File: src/pkg/fpm_pkg.sv
`default_nettype none
package fpm_pkg;
  // system clock
  localparam int unsigned CLK_HZ = 50000000;
  // mode-pin pulse counting
  localparam logic [3:0] MAX_PULSES = 4'hb;
  localparam logic [3:0] PULSE_CNT_RST = 4'h0;
  localparam logic [3:0] MODE_UART0 = 4'h0;
  // quiet time on the primary mode pin that closes the pulse phase, in us
  localparam int unsigned PULSE_QUIET_US = 1000;
  localparam int unsigned PULSE_QUIET_CYC = CLK_HZ / 1000000 * PULSE_QUIET_US;
  localparam logic [23:0] QUIET_CNT_RST = 24'h000000;
  // bit-time measurement
  localparam logic [15:0] BIT_CNT_RST = 16'h0000;
  localparam logic [15:0] BIT_CNT_MAX = 16'hffff;
  // slowest supported rate 9600 bit/s, fastest 153600 bit/s
  localparam int unsigned RATE_MIN = 9600;
  localparam int unsigned RATE_MAX = 153600;
  localparam int unsigned BIT_CYC_MAX = CLK_HZ / RATE_MIN;
  localparam int unsigned BIT_CYC_MIN = CLK_HZ / RATE_MAX;
  // highest rate is barred when the peripheral clock is at or below this, in kHz
  localparam int unsigned FAST_RATE_MIN_KHZ = 2500;
  // receive data fifo
  localparam int unsigned FIFO_WIDTH = 8;
  localparam int unsigned FIFO_DEPTH = 8;
  // sync stages
  localparam logic [2:0] SYNC_RST = 3'h0;
  // the receive line idles high
  localparam logic [2:0] SYNC_RX_RST = 3'h7;
  typedef enum logic [5:0]
  {
    ST_HOLD   = 6'h01,
    ST_NORMAL = 6'h02,
    ST_PULSES = 6'h04,
    ST_MEASURE = 6'h08,
    ST_LINK   = 6'h10,
    ST_BAD    = 6'h20
  } fpm_state_e;
endpackage
`default_nettype wire

File: src/hw/fpm_entry.sv
// Notes on behaviour
// - primary pin low at reset release means normal operation; secondary pin ignored.
// - programming only with primary high, secondary low; both high is prohibited.
// - mode is latched from the pins at reset release.
// - after entry, count up to 11 pulses on the primary pin.
// - zero pulses selects asynchronous serial mode on serial port zero.
// - receive bit time is measured from the programmer's first reset command.
// - rates 9600 to 153600 bit/s; top rate barred at 2.5 MHz or less.
// - pins not used for programming keep their post-reset state.
// - programming talks only over serial port zero transmit and receive pins.
`timescale 1ns/1ns
`default_nettype none
module fpm_entry (
  // clock and reset
  input  wire logic        sys_clk,
  input  wire logic        rst_n,
  // mode pins
  input  wire logic        primary_mode_pin,
  input  wire logic        secondary_mode_pin,
  // peripheral clock is above 2.5 MHz
  input  wire logic        periph_clk_fast,
  // serial port zero pins
  input  wire logic        device_serial_rx_pin,
  output logic             device_serial_tx_pin,
  // transmit data from the flash firmware
  input  wire logic        tx_bit,
  // mode status
  output logic             normal_mode,
  output logic             prog_mode,
  output logic             mode_error,
  output logic [3:0]       comm_mode,
  output logic             link_ready,
  output logic [15:0]      bit_cycles,
  output logic             ports_hold_reset_state,
  // low byte of the measured bit time, drained by firmware
  output logic             rx_valid,
  output logic [7:0]       rx_data,
  input  wire logic        rx_ready
);
  fpm_pkg::fpm_state_e st_reg;
  fpm_pkg::fpm_state_e st_next;
  logic [2:0]  p0_sync_reg;
  logic [2:0]  p1_sync_reg;
  logic [2:0]  rx_sync_reg;
  logic [2:0]  sync_fill_reg;
  logic        p0_lvl_reg;
  logic        p0_lvl_next;
  logic        rx_lvl_reg;
  logic        rx_lvl_next;
  logic [3:0]  pulses_reg;
  logic [3:0]  pulses_next;
  logic [23:0] quiet_reg;
  logic [23:0] quiet_next;
  logic [15:0] meas_reg;
  logic [15:0] meas_next;
  logic [15:0] bitc_reg;
  logic [15:0] bitc_next;
  logic        tx_reg;
  logic        tx_next;
  logic        f_in_valid;
  logic        f_in_ready;
  logic        normal_reg;
  logic        normal_next;
  logic        prog_reg;
  logic        prog_next;
  logic        err_reg;
  logic        err_next;
  logic        link_reg;
  logic        link_next;

  // three-stage synchronisers; stage 0 only feeds stage 1
  always_ff @(posedge sys_clk or negedge rst_n)
  begin
    if (!rst_n)
    begin
      p0_sync_reg <= fpm_pkg::SYNC_RST;
      p1_sync_reg <= fpm_pkg::SYNC_RST;
      rx_sync_reg <= fpm_pkg::SYNC_RX_RST;
      sync_fill_reg <= fpm_pkg::SYNC_RST;
    end
    else
    begin
      p0_sync_reg <= {p0_sync_reg[1:0], primary_mode_pin};
      p1_sync_reg <= {p1_sync_reg[1:0], secondary_mode_pin};
      rx_sync_reg <= {rx_sync_reg[1:0], device_serial_rx_pin};
      // marks which stages already hold real pin samples after release
      sync_fill_reg <= {sync_fill_reg[1:0], 1'b1};
    end
  end

  always_comb
  begin
    st_next     = st_reg;
    pulses_next = pulses_reg;
    quiet_next  = quiet_reg;
    meas_next   = meas_reg;
    bitc_next   = bitc_reg;
    tx_next     = 1'b1;
    f_in_valid  = 1'b0;
    p0_lvl_next = (p0_sync_reg[2] == p0_sync_reg[1]) ? p0_sync_reg[2] : p0_lvl_reg;
    rx_lvl_next = (rx_sync_reg[2] == rx_sync_reg[1]) ? rx_sync_reg[2] : rx_lvl_reg;
    case (st_reg)
      fpm_pkg::ST_HOLD:
      begin
        // decide only once the last stage holds a real pin sample, not its reset value
        if (sync_fill_reg[2] &&
            p0_sync_reg[2] == p0_sync_reg[1] && p1_sync_reg[2] == p1_sync_reg[1])
        begin
          if (!p0_sync_reg[2])
            st_next = fpm_pkg::ST_NORMAL;
          else if (!p1_sync_reg[2])
            st_next = fpm_pkg::ST_PULSES;
          else
            st_next = fpm_pkg::ST_BAD;
        end
      end
      fpm_pkg::ST_PULSES:
      begin
        // falling edge of the primary pin starts one pulse and counts it
        if (p0_lvl_reg && !p0_lvl_next && pulses_reg != fpm_pkg::MAX_PULSES)
          pulses_next = pulses_reg + 4'h1;
        if (p0_lvl_next != p0_lvl_reg)
          quiet_next = fpm_pkg::QUIET_CNT_RST;
        else if (quiet_reg != 24'(fpm_pkg::PULSE_QUIET_CYC))
          quiet_next = quiet_reg + 24'h000001;
        else if (pulses_reg == fpm_pkg::MODE_UART0)
          st_next = fpm_pkg::ST_MEASURE;
        else
          st_next = fpm_pkg::ST_BAD;
      end
      fpm_pkg::ST_MEASURE:
      begin
        // reset command starts with a start bit then a low-order one: time the low run
        if (!rx_lvl_next && meas_reg != fpm_pkg::BIT_CNT_MAX)
          meas_next = meas_reg + 16'h0001;
        if (rx_lvl_reg && !rx_lvl_next)
          meas_next = 16'h0001;
        if (!rx_lvl_reg && rx_lvl_next && meas_reg != fpm_pkg::BIT_CNT_RST)
        begin
          if (meas_reg > 16'(fpm_pkg::BIT_CYC_MAX + fpm_pkg::BIT_CYC_MAX / 8))
            meas_next = fpm_pkg::BIT_CNT_RST;
          else if (!periph_clk_fast &&
                   meas_reg < 16'(fpm_pkg::BIT_CYC_MIN * 3 / 2))
            meas_next = fpm_pkg::BIT_CNT_RST;
          else
          begin
            bitc_next  = meas_reg;
            f_in_valid = 1'b1;
            st_next    = fpm_pkg::ST_LINK;
          end
        end
      end
      fpm_pkg::ST_LINK:
      begin
        tx_next = tx_bit;
      end
      default:
      begin
        // normal and prohibited states hold until the next reset
        st_next = st_reg;
      end
    endcase
    // status flags follow the next state so each of the four flags comes from its own flop
    normal_next = (st_next == fpm_pkg::ST_NORMAL);
    prog_next   = (st_next == fpm_pkg::ST_PULSES) || (st_next == fpm_pkg::ST_MEASURE) ||
                  (st_next == fpm_pkg::ST_LINK);
    err_next    = (st_next == fpm_pkg::ST_BAD);
    link_next   = (st_next == fpm_pkg::ST_LINK);
  end

  always_ff @(posedge sys_clk or negedge rst_n)
  begin
    if (!rst_n)
    begin
      st_reg     <= fpm_pkg::ST_HOLD;
      p0_lvl_reg <= 1'b0;
      rx_lvl_reg <= 1'b1;
      pulses_reg <= fpm_pkg::PULSE_CNT_RST;
      quiet_reg  <= fpm_pkg::QUIET_CNT_RST;
      meas_reg   <= fpm_pkg::BIT_CNT_RST;
      bitc_reg   <= fpm_pkg::BIT_CNT_RST;
      tx_reg     <= 1'b1;
      normal_reg <= 1'b0;
      prog_reg   <= 1'b0;
      err_reg    <= 1'b0;
      link_reg   <= 1'b0;
    end
    else
    begin
      st_reg     <= st_next;
      p0_lvl_reg <= p0_lvl_next;
      rx_lvl_reg <= rx_lvl_next;
      pulses_reg <= pulses_next;
      quiet_reg  <= quiet_next;
      meas_reg   <= meas_next;
      bitc_reg   <= bitc_next;
      tx_reg     <= tx_next;
      normal_reg <= normal_next;
      prog_reg   <= prog_next;
      err_reg    <= err_next;
      link_reg   <= link_next;
    end
  end

  // low byte of the measured bit time is queued so firmware can take it at leisure
  fpm_fifo #(
    .WIDTH (fpm_pkg::FIFO_WIDTH),
    .DEPTH (fpm_pkg::FIFO_DEPTH)
  ) u_fifo (
    .sys_clk   (sys_clk),
    .rst_n     (rst_n),
    .in_valid  (f_in_valid && f_in_ready),
    .in_data   (bitc_next[7:0]),
    .in_ready  (f_in_ready),
    .out_valid (rx_valid),
    .out_data  (rx_data),
    .out_ready (rx_ready)
  );

  always_comb
  begin
    device_serial_tx_pin   = tx_reg;
    normal_mode            = normal_reg;
    prog_mode              = prog_reg;
    mode_error             = err_reg;
    comm_mode              = pulses_reg;
    link_ready             = link_reg;
    bit_cycles             = bitc_reg;
    ports_hold_reset_state = prog_reg;
  end
endmodule
`default_nettype wire

File: src/hw/fpm_fifo.sv
`timescale 1ns/1ns
`default_nettype none
module fpm_fifo #(
  parameter int unsigned WIDTH = 8,
  parameter int unsigned DEPTH = 8
)(
  // clock and reset
  input  wire logic             sys_clk,
  input  wire logic             rst_n,
  // fill side
  input  wire logic             in_valid,
  input  wire logic [WIDTH-1:0] in_data,
  output logic                  in_ready,
  // drain side
  output logic                  out_valid,
  output logic [WIDTH-1:0]      out_data,
  input  wire logic             out_ready
);
  localparam int unsigned AW = $clog2(DEPTH);
  logic [WIDTH-1:0] mem [DEPTH];
  logic [AW-1:0]    wr_reg;
  logic [AW-1:0]    wr_next;
  logic [AW-1:0]    rd_reg;
  logic [AW-1:0]    rd_next;
  logic [AW:0]      cnt_reg;
  logic [AW:0]      cnt_next;
  logic             push;
  logic             pop;
  logic             valid_reg;

  always_comb
  begin
    in_ready  = (cnt_reg != (AW+1)'(DEPTH));
    out_valid = valid_reg;
    out_data  = mem[rd_reg];
    push      = in_valid && in_ready;
    pop       = out_valid && out_ready;
    wr_next   = push ? ((wr_reg == AW'(DEPTH - 1)) ? '0 : wr_reg + 1'b1) : wr_reg;
    rd_next   = pop ? ((rd_reg == AW'(DEPTH - 1)) ? '0 : rd_reg + 1'b1) : rd_reg;
    cnt_next  = cnt_reg + (AW+1)'(push) - (AW+1)'(pop);
  end

  always_ff @(posedge sys_clk or negedge rst_n)
  begin
    if (!rst_n)
    begin
      wr_reg  <= '0;
      rd_reg  <= '0;
      cnt_reg <= '0;
      valid_reg <= 1'b0;
    end
    else
    begin
      wr_reg  <= wr_next;
      rd_reg  <= rd_next;
      cnt_reg <= cnt_next;
      // registered not-empty flag so the drain valid comes from a flop
      valid_reg <= (cnt_next != '0);
    end
  end

  always_ff @(posedge sys_clk)
  begin
    if (push)
    begin
      mem[wr_reg] <= in_data;
    end
  end
endmodule
`default_nettype wire

File: config.mk
export PLATFORM = sky130hd
export DESIGN_NAME = fpm_entry
export DESIGN_NICKNAME = d
export VERILOG_FILES = /design/src/pkg/fpm_pkg.sv /design/src/hw/fpm_entry.sv /design/src/hw/fpm_fifo.sv
export SDC_FILE = /design/constraint.sdc
export NUM_CORES = 1
export LEC_CHECK = 0
export ABC_AREA = 1
export BUFFER_PORTS_ARGS = -buffer_cell sky130_fd_sc_hd__buf_2
export CELL_PAD_IN_SITES_DETAIL_PLACEMENT = 0
export CELL_PAD_IN_SITES_GLOBAL_PLACEMENT = 1
export CORE_MARGIN = 4
export CORE_UTILIZATION = 51
export DETAILED_ROUTE_END_ITERATION = 12
export PLACE_DENSITY_LB_ADDON = 0.1
export SYNTH_ARGS = -nofsm -noshare
export SYNTH_HDL_FRONTEND = slang
export SYNTH_HIERARCHICAL = 1
export SYNTH_SLANG_ARGS = --single-unit
File: constraint.sdc
create_clock -name sys_clk -period 8.2 [get_ports sys_clk]
set_input_delay 0.41 -clock sys_clk [delete_from_list [all_inputs] [get_ports sys_clk]]
set_output_delay 0.41 -clock sys_clk [all_outputs]
set_load 0.01 [all_outputs]
==> results of run 1 <==
==> cell families (layout without fill, tap and decap cells) <==
logic type | Yosys count | count (layout) | synth area share
flops | 160 | 160 | 0.543
other cells | 1 | 1 | 0.000470
xor+xnor | 16 | 16 | 0.0176
simple gates | 472 | 472 | 0.264
buf+inv | 175 | 235 | 0.0941
compound gates | 71 | 71 | 0.0538
fa+ha+maj | 17 | 17 | 0.0276
==> worst reg2reg max path: cells and delay by family, from the launching register on <==
family	cells	cell delay, ns
buffers and inverters	1	0.04
adders and majority gates	4	1.21
and+or+nand+nor	12	2.13
DFF	1	0.41
==> report_power, final <==
| part | internal, uW | leakage (uW) | switching [uW] |
|---|---|---|---|
| Sequential | 851 | 0.00169 | 58.0 |
| Clock | 395 | 0.000261 | 343 |
| Combinational | 115 | 0.00235 | 203 |
==> layout by cell type (no fill, tap or decap), types with 2 or more instances in the layout <==
cell,instances
dfstp_2,6
inv_2,5
a211oi_2,4
buf_4,7
o21ai_1,3
dfrtp_1,90
nor4_1,3
o21ai_0,34
inv_8,2
ha_1,16
clkinv_4,2
xor2_1,15
nand2_1,241
clkbuf_16,17
o31ai_1,7
nor2_2,7
a21oi_2,2
a21oi_1,16
nand3_1,82
inv_1,144
a31oi_1,2
clkinvlp_4,4
edfxtp_1,64
nor3_2,7
or2_2,3
buf_2,41
clkinv_2,2
nor3_1,21
nand4_1,17
inv_6,6
nand3_2,3
clkinv_1,2
nor2_1,73
inv_4,2
nand2_2,8
==> cell usage after synthesis (2+ instances only) <==
| master | n |
|---|---|
| buf_4 | 6 |
| buf_6 | 7 |
| nor2_2 | 7 |
| nand2_1 | 241 |
| nor2_1 | 73 |
| clkinv_1 | 2 |
| dfstp_2 | 6 |
| inv_4 | 2 |
| xor2_1 | 15 |
| buf_2 | 7 |
| inv_1 | 144 |
| o31ai_1 | 7 |
| a21oi_2 | 2 |
| o21ai_1 | 3 |
| nand2_2 | 8 |
| a21oi_1 | 16 |
| a211oi_2 | 4 |
| nand3_1 | 82 |
| o21ai_0 | 34 |
| edfxtp_1 | 64 |
| a31oi_1 | 2 |
| nor4_1 | 3 |
| nand3_2 | 3 |
| ha_1 | 16 |
| dfrtp_1 | 90 |
| nor3_1 | 24 |
| inv_2 | 5 |
| nor3_2 | 4 |
| nand4_1 | 17 |
| or2_2 | 3 |
==> per-stage QoR <==
step / hold WS, ns / power (uW) / setup WS (ns) / area, sq um
global placement: 0.340 / 1230 / 4.37 / 8360
finish: 0.0837 / 1970 / 4.32 / 8910
floorplan: 0.114 / 1160 / 5.05 / 7980
CTS: 0.0656 / 1990 / 4.29 / 8910
detailed placement: 0.338 / 1250 / 4.27 / 8360
global route: 0.0747 / 2070 / 3.89 / 8910
==> routing by layer <==
layer / vias up / track usage / wire length, um
li1: 3022 / - / -
met1: 2886 / 0.273 / 7910
met2: 113 / 0.364 / 8990
met3: 13 / 0.0355 / 554
met4: 0 / 0.0566 / 161
met5: - / 0 / 0
==> area by class of cell <==
cell class,instances,area share
well taps,211,0.0296
repair buffers,49,0.0300
multi-input cells,577,0.327
flip-flops and latches,160,0.486
clock buffers,17,0.0477
clock inverters,15,0.0139
inverters,154,0.0660
==> what timing repair did <==
item                                    4_1_cts  5_1_grt
endpoints found under the hold margin        25        0
endpoints found under the setup margin        0        0
hold buffers                                  1        0
==> how the worst max path moves through the flow <==
stage	to	slack (ns)	start
3_5_place_dp	u_fifo/out_valid	4.27	meas_reg[0]
5_1_grt	u_fifo/out_valid	3.89	meas_reg[15]
4_1_cts	u_fifo/out_valid	4.29	meas_reg[0]
6_report	u_fifo/out_valid	4.32	meas_reg[0]
2_1_floorplan	u_fifo/out_valid	5.05	rx_lvl_reg
3_3_place_gp	u_fifo/out_valid	4.37	meas_reg[0]
==> impl_metrics.csv, run 1 <==
group,metric,value,unit
yosys,netlist_instances,912,
clock_tree,cts_tree,"yes",
critical_path,slowest_stage,"nand4_2",
detailed_routing,drtAntennaViolNets,0,
clock_tree,cts.sinks,160,
critical_path,required,8.51,ns
yosys,synthTopCellsByArea,"dfrtp_1 28%, edfxtp_1 24%, nand2_1 11%",
sta,clock.fmax,257,MHz
critical_path,timing.critical_path.arrival,4.19,ns
critical_path,crit_top_cell,"nand2_1",
detailed_routing,drt-total-wl,17.6,mm
critical_path,cp_max_fo,31,
floorplanning,start_util,0.523,
critical_path,r2r_end,"u_fifo/out_valid",
critical_path,setup.worst_path.start_class,"register",
yosys,ys_ff_latch,160,
yosys,yosys_warnings,6,
global_route,grt_usage,0.209,
floorplanning,core,0.0153,sq mm
sta,clock_skew,0.00927,ns
yosys,ys_async_sr_fraction,0.600,
global_route,antenna_found_initial,0,
pwr,p_per_area,221,mW/mm^2
layout,final_cells,1183,
sta,tightest_slew,1.24,ns
clock_tree,clockBufferDepth,2,
critical_path,worst_path_largest_cell_delay,0.53,ns
sta,tns,0,ns
critical_path,path_cells,"ha_1 -> nand2_1 -> nand2_1 -> nand2_1 -> nand2_1 -> nand2_2 -> nand3b_4 -> nand4_2 -> nor2_1 -> nand2_2 -> ha_1 -> inv_1 -> ha_1 -> fa_1 -> or2_2 -> nor2_1 -> nand3_1",
layout,nNetsFinal,984,
clock_tree,ctsResizeCount,0,
sta,relSlewSlack,0.174,
critical_path,endpoint_kind,"register",
worst_hold_path,holdCritPathClass,"in2reg",
yosys,synth_area,0.00798,sq mm
sta,setup_viol,0,
layout,multi_input_area,0.00291,sq mm
clock_tree,cts_max_level,4,
floorplanning,io_pins,43,
layout,fillerInstances,1369,
detailed_routing,num_vias,6034,
layout,drive_above_1_share,0.138,
worst_hold_path,min_from,"device_serial_rx_pin",
layout,utilization,0.584,
yosys,synth_area_leader_cell,"dfrtp_1",
critical_path,crit_family,"simple AND/OR/NAND/NOR gates",
yosys,ys_seq_area_frac,0.543,
layout,final-seq-area,0.00433,sq mm
clock_tree,cts_buffers,17,
run_status,status,"complete, no violations",
detailed_routing,wl_per_cell,14.9,um
sta,fin_crit_sh,0.474,
detailed_routing,drtIter0Drc,410,
critical_path,r2r_slack,4.32,ns
placement,finalWeightedCongestion,0.853,
pwr,p_leak,0.00430,uW
global_route,overflow,0,
global_route,grt_first_pass_wirelength,29.8,mm
global_route,grt_max_degree,72,
layout,diodes,0,
critical_path,r2r_cells,17,
critical_path,cp_num_cells,17,
sta,rsz0062_at_grt,"no",
floorplanning,die_area,0.0177,sq mm
floorplanning,die_w,133,um
worst_hold_path,holdPathEnd,"rx_sync_reg[0]",
clock_tree,postCtsSetupBuffers,0,
detailed_routing,viasPerCell,5.10,
floorplanning,rows,45,
layout,largest_register_ffs,64,
critical_path,crit_type,"reg2reg",
critical_path,critPathBufInv,1,
global_route,grt_pass1_vias,5927,
yosys,synth_top_area_frac,0.282,
detailed_routing,dr.pass1.iters,5,
floorplanning,die_y,133,um
yosys,netlist-cell-type-count,45,
placement,hpwl,12.4,mm
worst_hold_path,hold_depth,1,
clock_tree,cts_root_buf,"clkbuf_16",
sta,drv_slew,0,
clock_tree,clock_latency,0.42,ns
clock_tree,clk_pin_slew_worst_paths,0.07,ns
yosys,synth_area_per_cell,8.75,sq um
yosys,synth-main-ff-cell,"dfrtp_1",
sta,finalCriticalPeriod,3.88,ns
yosys,synth_nets,937,
placement,placed_cells,1150,
layout,syn_to_final_growth,11.7,%
job,max_cap_viol_count,0,
pwr,ir_drop,0.152,mV
detailed_routing,drc,0,
placement,port_buffers,42,
yosys,synth_edf_count,64,
sta,hold_violations,0,
critical_path,r2r-start,"meas_reg[0]",
(Power assumes the default switching activity.)
==> run 2, diff against run 1 <==
CORE_UTILIZATION = 47   (was 51)
clock period = 3.8 ns   (was 8.2 ns; I/O delays follow)
==> impl_metrics.csv, run 2 (same netlist as run 1, synthesis figures left out) <==
group,metric,value,unit
global_route,grt_usage,0.194,
critical_path,setup.worst_path.start_class,"register",
critical_path,worst_path_largest_cell_delay,0.45,ns
sta,clock_skew,0.00893,ns
sta,tightest_slew,1.15,ns
detailed_routing,wl_per_cell,14.8,um
layout,syn_to_final_growth,13.3,%
clock_tree,cts.sinks,160,
critical_path,crit_type,"reg2reg",
clock_tree,clock_latency,0.42,ns
placement,placed_area,0.00841,sq mm
pwr,p_per_area,479,mW/mm^2
floorplanning,die_y,138,um
pwr,finalPower,4330,uW
detailed_routing,dr.pass1.iters,7,
sta,setup_viol,0,
critical_path,crit_top_cell,"nand2_1",
critical_path,critPathBufInv,1,
job,max_cap_viol_count,0,
pwr,clkPwrFrac,0.389,
sta,fin_crit_sh,0.844,
critical_path,required,4.11,ns
global_route,antenna_found_initial,0,
critical_path,r2r_cells,17,
detailed_routing,drt-total-wl,17.8,mm
critical_path,crit_family,"simple AND/OR/NAND/NOR gates",
clock_tree,postCtsSetupBuffers,0,
run_status,status,"complete, no violations",
global_route,grt_pass1_vias,6237,
layout,drive_above_1_share,0.140,
placement,finalWeightedCongestion,0.856,
sta,rsz0062_at_grt,"no",
sta,tns,0,ns
floorplanning,core,0.0166,sq mm
worst_hold_path,hold_depth,4,
critical_path,r2r_slack,0.59,ns
critical_path,path_cells,"ha_1 -> nand2_1 -> nand2_1 -> nand2_1 -> nand2_1 -> nand2_2 -> nand3b_4 -> nand4_2 -> nor2_1 -> nand2_2 -> ha_1 -> inv_1 -> ha_1 -> fa_1 -> or2_2 -> nor2_1 -> nand3_1",
pwr,ir_drop,0.287,mV
global_route,grt_first_pass_wirelength,30.6,mm
layout,fin_area,0.00905,sq mm
placement,port_buffers,42,
pwr,cellInternalPower,3070,uW
clock_tree,clk_pin_slew_worst_paths,0.06,ns
floorplanning,start_util,0.481,
clock_tree,ctsResizeCount,0,
floorplanning,die_area,0.0191,sq mm
global_route,overflow,0,
sta,fin_hold_ws,0.197,ns
sta,setup_slack,0.593,ns
clock_tree,cts_root_buf,"clkbuf_16",
layout,layout_common_cells,"241 x nand2_1, 144 x inv_1, 90 x dfrtp_1, 82 x nand3_1, 73 x nor2_1",
detailed_routing,drc,0,
clock_tree,cts_tree,"yes",
worst_hold_path,holdCritPathClass,"in2reg",
critical_path,endpoint_kind,"register",
detailed_routing,drtIter0Drc,288,
placement,dpl_worst_slack,0.572,ns
detailed_routing,num_vias,6104,
sta,hold_violations,0,
detailed_routing,drtAntennaViolNets,0,
pwr,power_switching_share,0.292,
global_route,grt_max_degree,65,
pwr,p_seq_frac,0.447,
sta,clock.fmax,312,MHz
pwr,p_leak,0.00437,uW
clock_tree,cts_max_level,4,
sta,relSlewSlack,0.227,
layout,nNetsFinal,996,
placement,hpwl,12.8,mm
pwr,p_switching,1270,uW
critical_path,cp_num_cells,17,
layout,diodes,0,
sta,finalCriticalPeriod,3.21,ns
clock_tree,clockBufferDepth,2,
sta,drv_slew,0,
layout,largest_register_ffs,64,
floorplanning,die_w,138,um
floorplanning,io_pins,43,
critical_path,cp_max_fo,14,
layout,final_common_cell,"nand2_1",
critical_path,timing.critical_path.arrival,3.51,ns
pwr,combPwrFrac,0.164,
floorplanning,rows,47,
clock_tree,cts_buffers,17,
detailed_routing,viasPerCell,5.07,
critical_path,slowest_stage,"fa_1",
## run 2: metal layers
layer | vias up | share of wire | wire (um) | track usage
met5 | - | 0 | 0 | 0
li1 | 3052 | - | - | -
met4 | 0 | 0.015 | 261 | 0.0608
met2 | 106 | 0.51 | 9090 | 0.341
met3 | 24 | 0.034 | 597 | 0.0390
met1 | 2922 | 0.44 | 7860 | 0.243
## run 2: metrics by stage
stage,instances,util
2_1_floorplan,912,-
3_3_place_gp,1167,0.507
3_5_place_dp,1167,0.507
4_1_cts,1204,0.545
5_1_grt,1204,0.545
6_report,1204,0.545
## run 2: path summary, 6_finish.rpt
path / start / endpoint
min in group asynchronous: rst_n / quiet_reg[6]
max in group asynchronous: rst_n / rx_sync_reg[0]
worst max-delay path: meas_reg[0] / u_fifo/out_valid
worst min-delay path: rx_ready / u_fifo/rd_reg[0]
worst max register to register: meas_reg[0] / u_fifo/out_valid
worst min register to register: p1_sync_reg[0] / p1_sync_reg[1]
## run 2: area by class of cell
class                   instances  area (sq um)
flip-flops and latches        160          4330
clock buffers                  17           425
clock inverters                15           159
well taps                     220           275
repair buffers                 61           368
inverters                     154           588
multi-input cells             577          2900
fillers                      1570          7540
## run 2: power groups by stage
stage | registers, uW | clock network [uW] | logic [uW]
CTS | 1940 | 1730 | 724
finish | 1940 | 1690 | 711
floorplan | 1890 | 0 | 613
global route | 1950 | 1810 | 819
detailed placement | 1970 | 0 | 717
global placement | 1970 | 0 | 693
## run 2: worst register-to-register path: stages (launching register included)
cell and delay [ns]:
dfrtp_1 0.41, ha_1 0.24, nand2_1 0.13, nand2_1 0.08, nand2_1 0.05, nand2_1 0.08, nand2_2 0.07, nand3b_4 0.09
nand4_2 0.11, nor2_1 0.16, nand2_2 0.18, ha_1 0.33, inv_1 0.04, ha_1 0.20, fa_1 0.45, or2_2 0.30
nor2_1 0.11, nand3_1 0.08
## run 2: repair_timing
action | 4_1_cts | 5_1_grt
endpoints found under the setup margin | 0 | 0
hold endpoints to repair | 64 | 0
hold buffers | 5 | 0
